===== src/inc/ihr_pkg.sv =====
/*
  Shared types and constants of the host interrupt reporter.
  Assumes a single core clock domain; widths here size the struct carriers.
*/
package ihr_pkg;
  localparam int unsigned  IHR_SYS_W      = 16;
  localparam int unsigned  IHR_EV_W       = 16;
  localparam int unsigned  IHR_NQ         = 3;
  localparam int unsigned  IHR_DEPTH      = 8;
  localparam int unsigned  IHR_PIN_BIT    = 1;
  localparam logic [15:0]  IHR_CMD_RST    = 16'h0002;
  localparam logic [15:0]  IHR_BITS_RST   = 16'h0000;

  typedef enum logic [2:0] {
    IHR_SRC_NONE,
    IHR_SRC_SYS,
    IHR_SRC_Q1,
    IHR_SRC_Q2,
    IHR_SRC_Q3
  } ihr_src_e;

  // one report as the host sees it
  typedef struct packed {
    ihr_src_e              src;
    logic [IHR_SYS_W-1:0]  bits;
  } ihr_report_s;

  // one event pushed by firmware
  typedef struct packed {
    logic                  valid;
    logic [IHR_EV_W-1:0]   data;
  } ihr_event_s;
endpackage : ihr_pkg


===== src/rtl/ihr_reporter.sv =====
/*
  Host interrupt reporter: sticky system sources with masks, three event
  queues, deferral of the two lowest queues, one registered active-low pin.
  Assumes all inputs come from core logic on core_clk; the host bus logic
  turns a host read of the indication register into a one-cycle pulse.
*/
// Functional notes
// - system and event interrupts share one pin
// - each system source has its own mask
// - many system sources reported together
// - event reports carry exactly one entry
// - three queues, each first in first out
// - pin asserts on unmasked system or queue
// - deferral holds queues two, three until release
// - pin low while pending, high otherwise
// - indication read clears the reported interrupt
// - no high pulse between back-to-back pending
// - system interrupts outrank every event queue
// - queue one, then two, then three
// - pin driven from a flip-flop
// - command word bit one shows pin
`timescale 1ns/100ps
module ihr_reporter
  import ihr_pkg::*;
#(
  parameter int unsigned DEPTH = ihr_pkg::IHR_DEPTH
)(
  input  wire logic                            core_clk,
  input  wire logic                            resetn,
  input  wire logic [ihr_pkg::IHR_SYS_W-1:0]   sys_set,
  input  wire logic [ihr_pkg::IHR_SYS_W-1:0]   sys_mask,
  input  wire logic                            defer_en,
  input  wire ihr_pkg::ihr_event_s             ev_push [ihr_pkg::IHR_NQ],
  input  wire logic                            ind_rd,
  output ihr_pkg::ihr_report_s                 ind_q,
  output logic [15:0]                          cmd_word_q,
  output logic [ihr_pkg::IHR_NQ-1:0]           ev_full_q,
  output logic                                 int_n_q
);
  import ihr_pkg::*;

  localparam int unsigned PW = $clog2(DEPTH);

  if (DEPTH < 2 || (DEPTH & (DEPTH - 1)) != 0)
  begin : g_bad_depth
    $error("DEPTH must be a power of two of at least 2");
  end

  logic [IHR_SYS_W-1:0] sys_q;
  logic [IHR_SYS_W-1:0] sys_d;
  logic [IHR_SYS_W-1:0] sys_clr;
  logic [IHR_SYS_W-1:0] sys_hit;
  logic [IHR_SYS_W-1:0] sys_hit_d;
  logic                 rd_ok;
  logic                 rd_gap_q;
  logic [IHR_NQ-1:0]    pop;
  logic [IHR_NQ-1:0]    ne;
  logic [IHR_NQ-1:0]    ne_d;
  logic                 defer_open_q;
  logic                 defer_open_d;
  logic                 release_now;
  logic                 release_d;
  logic                 pend_d;
  logic [IHR_EV_W-1:0]  head [IHR_NQ];
  ihr_report_s          rep;

  // reads closer than two cycles apart would act on a stale report
  assign rd_ok = ind_rd && !rd_gap_q;

  always_ff @(posedge core_clk or negedge resetn)
  begin
    if (!resetn)
      rd_gap_q <= 1'b0;
    else
      rd_gap_q <= ind_rd;
  end

  always_comb
  begin
    sys_clr = '0;
    pop     = '0;
    if (rd_ok)
    begin
      unique case (ind_q.src)
        IHR_SRC_SYS: sys_clr = ind_q.bits;
        IHR_SRC_Q1:  pop[0]  = 1'b1;
        IHR_SRC_Q2:  pop[1]  = 1'b1;
        IHR_SRC_Q3:  pop[2]  = 1'b1;
        IHR_SRC_NONE: ;
      endcase
    end
  end

  // sticky sources, set wins over clear
  assign sys_d = (sys_q & ~sys_clr) | sys_set;

  always_ff @(posedge core_clk or negedge resetn)
  begin
    if (!resetn)
      sys_q <= '0;
    else
      sys_q <= sys_d;
  end

  assign sys_hit   = sys_q & ~sys_mask;
  assign sys_hit_d = sys_d & ~sys_mask;

  for (genvar i = 0; i < IHR_NQ; i++)
  begin : g_q
    logic [IHR_EV_W-1:0] mem [DEPTH];
    logic [PW-1:0]       rp_q;
    logic [PW-1:0]       wp_q;
    logic [PW:0]         cnt_q;
    logic [PW:0]         cnt_d;
    logic                push;

    assign push  = ev_push[i].valid && (cnt_q != (PW+1)'(DEPTH));
    assign cnt_d = cnt_q + (PW+1)'(push) - (PW+1)'(pop[i]);
    assign ne[i]   = (cnt_q != '0);
    assign ne_d[i] = (cnt_d != '0);
    assign head[i] = mem[rp_q];

    always_ff @(posedge core_clk)
    begin
      if (push)
        mem[wp_q] <= ev_push[i].data;
    end

    always_ff @(posedge core_clk or negedge resetn)
    begin
      if (!resetn)
      begin
        rp_q         <= '0;
        wp_q         <= '0;
        cnt_q        <= '0;
        ev_full_q[i] <= 1'b0;
      end
      else
      begin
        rp_q         <= rp_q + PW'(pop[i]);
        wp_q         <= wp_q + PW'(push);
        cnt_q        <= cnt_d;
        ev_full_q[i] <= (cnt_d == (PW+1)'(DEPTH));
      end
    end

  end

  // deferral window opens on system or queue one
  assign release_now  = !defer_en || defer_open_q || (|sys_hit) || ne[0];
  assign defer_open_d = (defer_open_q || (|sys_hit_d) || ne_d[0]) && (|ne_d || (|sys_hit_d));
  assign release_d    = !defer_en || defer_open_d;

  always_ff @(posedge core_clk or negedge resetn)
  begin
    if (!resetn)
      defer_open_q <= 1'b0;
    else
      defer_open_q <= defer_open_d;
  end

  always_comb
  begin
    rep.src  = IHR_SRC_NONE;
    rep.bits = '0;
    if (|sys_hit)
    begin
      rep.src  = IHR_SRC_SYS;
      rep.bits = sys_hit;
    end
    else if (ne[0])
    begin
      rep.src  = IHR_SRC_Q1;
      rep.bits = IHR_SYS_W'(head[0]);
    end
    else if (ne[1] && release_now)
    begin
      rep.src  = IHR_SRC_Q2;
      rep.bits = IHR_SYS_W'(head[1]);
    end
    else if (ne[2] && release_now)
    begin
      rep.src  = IHR_SRC_Q3;
      rep.bits = IHR_SYS_W'(head[2]);
    end
  end

  always_ff @(posedge core_clk or negedge resetn)
  begin
    if (!resetn)
    begin
      ind_q.src  <= IHR_SRC_NONE;
      ind_q.bits <= IHR_BITS_RST;
    end
    // held at a taken read, refreshed on the next edge
    else if (!rd_ok)
      ind_q <= rep;
  end

  assign pend_d = (|sys_hit_d) || ne_d[0] || (release_d && (ne_d[1] || ne_d[2]));

  // computed from next state, no gap
  always_ff @(posedge core_clk or negedge resetn)
  begin
    if (!resetn)
      int_n_q <= 1'b1;
    else
      int_n_q <= !pend_d;
  end

  // pin level mirrored in command word
  always_ff @(posedge core_clk or negedge resetn)
  begin
    if (!resetn)
      cmd_word_q <= IHR_CMD_RST;
    else
    begin
      cmd_word_q              <= '0;
      cmd_word_q[IHR_PIN_BIT] <= !pend_d;
    end
  end
endmodule : ihr_reporter


===== config.mk =====
export PLATFORM = sky130hd
export DESIGN_NAME = ihr_reporter
export DESIGN_NICKNAME = d
export VERILOG_FILES = /design/src/inc/ihr_pkg.sv /design/src/rtl/ihr_reporter.sv
export SDC_FILE = /design/constraint.sdc
export NUM_CORES = 1
export LEC_CHECK = 0
export ABC_CLOCK_PERIOD_IN_PS = 4200
export BUFFER_PORTS_ARGS = -buffer_cell sky130_fd_sc_hd__buf_4
export CAP_MARGIN = 0
export CORE_MARGIN = 2
export CORE_UTILIZATION = 45
export DETAILED_ROUTE_END_ITERATION = 7
export PLACE_DENSITY = 0.71
export SLEW_MARGIN = 10
export SYNTH_ARGS = -nofsm -noshare
export SYNTH_HDL_FRONTEND = slang
export SYNTH_SLANG_ARGS = --single-unit
export TNS_END_PERCENT = 20

===== constraint.sdc =====
create_clock -name core_clk -period 4.2 [get_ports core_clk]
set_clock_uncertainty 0.15 [all_clocks]
set_input_delay 0.63 -clock core_clk [delete_from_list [all_inputs] [get_ports core_clk]]
set_output_delay 0.63 -clock core_clk [all_outputs]
set_load 0.05 [all_outputs]

==> metrics.yaml <==
status:
  outcome: "completed"
power:
  irDropWorstVdd_mv: 0.4608
  leakage_uw: 0.007415
  power_uw: 11720
  pwr_density_cell_nw_per_um2: 545.2
worst_setup_path:
  cp_max_fo: 19
  cpMaxStageDelayCell: "dlygate4sd3_1"
  critPathBufInv: 4
  cp.required_ns: 4.52
  critPathTopFamily: "simple AND/OR/NAND/NOR gates"
  cp_cell_sequence: "dlygate4sd3_1 > buf_4 > nand2b_1 > buf_4 > nor4b_1 > ha_1 > inv_1 > ha_1 > fa_1 > xor2_1 > nor3_1 > o2111ai_1 > nor4_1 > nand4_1 > a211o_1"
  arrival_ns: 4.19
  critPathKind: "in2reg"
  slowest_delay_ns: 0.56
  cp-end-kind: "register"
  crit_path_start_kind: "input port"
sta:
  drv_slew: 0
  period_minus_slack_ns: 3.873
  slew_headroom_pct: 26.01
  hold_viol: 0
  max_freq_ghz: 0.2582
  period_share_pct: 92.21
  worst-slew-pin-transition_ns: 1.106
  fin_tns_setup_ns: 0
  rsz0062_at_grt: "no"
  setup_viol: 0
layout:
  finalCoreUtilization_pct: 52.88
  antenna_cells: 0
  n_fill_cell: 3173
  syn_to_final_growth_pct: 16.59
  drive_gt1_share_pct: 26.97
  multiInputGateArea_um2: 4783
  seq_area_um2: 13310
  nets: 1288
clocking:
  cts_tree: "yes"
  htreeDepth: 2
  clkTransAtPathRegs_ns: 0.06
  postCtsSetupBuffers: 0
  numCtsBuffers: 47
  cts_buffer_depth: 3
  cts_sinks: 455
  clk_latency_ns: 0.59
  cts-root-buf: "clkbuf_16"
min_path:
  min_path_type: "in2async"
floorplan:
  die_h_um: 206.4
  core_area_um2: 40650
  ios: 126
  start_util_pct: 45.35
  die_x_um: 206.4
  rows: 74
  die_area_um2: 42600
global_routing:
  grt_max_degree: 72
  grt_pass1_wl_mm: 63.48
  grt_pass1_vias: 10179
  antenna_found_initial: 0
  grt_overflow: 0
  grt_usage_pct: 20.76
synth:
  postSynthCellCount: 1018
  syn_area_per_cell_um2: 18.11
  synth_fa_ha_area_share_pct: 2.226
  synth-simple-area-share_pct: 4.778
  synth_ff_type: "edfxtp_1"
  synth-compound-area-share_pct: 4.459
  async_flop_share_pct: 15.60
  synth-edff-count: 384
  synth_cell_types: 54
  synthXorXnorAreaFrac_pct: 0.6176
  ys_seq_area_share_pct: 72.19
  synthesis.area_um2: 18440
  yosysWarnings: 0
  synth_top_family_by_area: "multiplexers"
  synthMuxAreaShare_pct: 13.25
  ys_ff_latch: 455
route:
  vias: 9812
  routedWlPerCell_um: 24.70
  route.detailed.drc: 0
  drtAntennaViolNets: 0
  detail_route.vias_per_cell: 5.649
  drt_iter0_drc: 913
  routed_wl_mm: 42.90
  first_pass_iters: 7
run:
  cap_violations: 0
place:
  place.port_buffers: 110
  hpwlAfterDp_mm: 27.75
  gp_congestion: 0.8673
==> metal layers <==
layer  wire length (um)  vias up  track usage (%)
met5                  0        -                0
met4               1705        0            8.138
met3               3520       97            4.841
met2              20680      394            32.97
met1              16990     5033            27.88
li1                   -     4288                -
==> layout make-up <==
cell class              instances  area share, %
multi-input cells             481          22.26
well taps                     532          3.097
clock inverters                31          1.275
repair buffers                146          5.169
clock buffers                  53          5.577
inverters                      39         0.6811
flip-flops and latches        455          61.95
==> kinds of logic after synthesis <==
logic type	count (synthesis)
AOI/OAI and AO/OA	113
xor gates and xnor gates	13
adders and majority gates	31
buffers and inverters	96
DFF	455
muxes	129
other	1
and+or+nand+nor	180
==> final timing paths <==
kind / start / endpoint / slack (ns) / cells past startpoint
worst min-delay path: resetn / g_q[1].cnt_q[2]$_DFF_PN0_ / 0.03 / 1
worst max register to register: ind_q[18]$_DFFE_PN0N_ / defer_open_q$_DFF_PN0_ / 0.39 / 11
min in group core_clk: sys_set[15] / sys_q[15]$_DFF_PN0_ / 0.09 / 2
max in group asynchronous: resetn / g_q[2].rp_q[0]$_DFF_PN0_ / 3.18 / 1
worst max-delay path: ind_rd / defer_open_q$_DFF_PN0_ / 0.33 / 15
worst min register to register: g_q[2].rp_q[2]$_DFF_PN0_ / g_q[2].rp_q[2]$_DFF_PN0_ / 0.32 / 1
==> timing repair <==
| item | in CTS | in global routing |
|---|---|---|
| hold buffers | 1 | 0 |
| gates resized for setup | 0 | 0 |
| hold endpoints to repair | 1 | 0 |
==> synthesized netlist by cell type, types with 12 or more instances <==
master    instances  share of area, %
mux2i_1          37               2.0
mux4_2           92                11
buf_4            18              0.73
nor2_1           41              0.83
dfrtp_1          70               9.5
ha_1             28               1.9
a21oi_1          19              0.52
clkbuf_1         18              0.37
inv_1            39              0.79
buf_2            14              0.38
nand2_1          66               1.3
edfxtp_1        384                63
o22ai_1          14              0.48
nand2b_1         24              0.81
a221o_1          12              0.65
==> layout by cell type (no fill, tap or decap), types with 11 or more instances in the layout <==
cell type	Yosys	routed
a21o_1	11	11
a21oi_1	19	19
a221o_1	12	12
buf_4	18	144
clkbuf_16	0	47
clkinv_1	0	14
conb_1	1	15
dfrtp_1	70	66
edfxtp_1	384	384
ha_1	28	28
inv_1	39	39
mux2i_1	37	37
mux4_2	92	92
nand2_1	66	66
nand2b_1	24	24
nor2_1	41	41
o22ai_1	14	14
==> metrics by stage <==
stage / cell area (um2) / worst slack (ns) / hold slack, ns / instances
after floorplan: 18490 / 0.3494 / 0.1844 / 1032
after global placement: 20010 / 0.4215 / 0.3093 / 1652
after detailed placement: 20010 / 0.3008 / 0.3195 / 1652
after CTS: 21490 / 0.3232 / 0.03790 / 1737
after global routing: 21490 / 0.03329 / 0.05896 / 1737
final: 21490 / 0.3271 / 0.02949 / 1737
==> power breakdown <==
part | switching (uW) | leakage, uW | internal, uW
clock | 1730 | 0.000724 | 2300
sequential | 265 | 0.00430 | 5640
combinational | 1160 | 0.00239 | 617
total | 3160 | 0.00741 | 8560
==> state kept, by name, summed over array words and instances, names as in the netlist <==
| signal | count |
|---|---|
| g_q.mem | 384 |
| cmd_word_q | 1 |
| ind_q | 19 |
| defer_open_q | 1 |
| ev_full_q | 3 |
| g_q.rp_q | 9 |
| g_q.cnt_q | 12 |
| rd_gap_q | 1 |
| g_q.wp_q | 9 |
| sys_q | 16 |
Power figures use the tool's default switching activity.
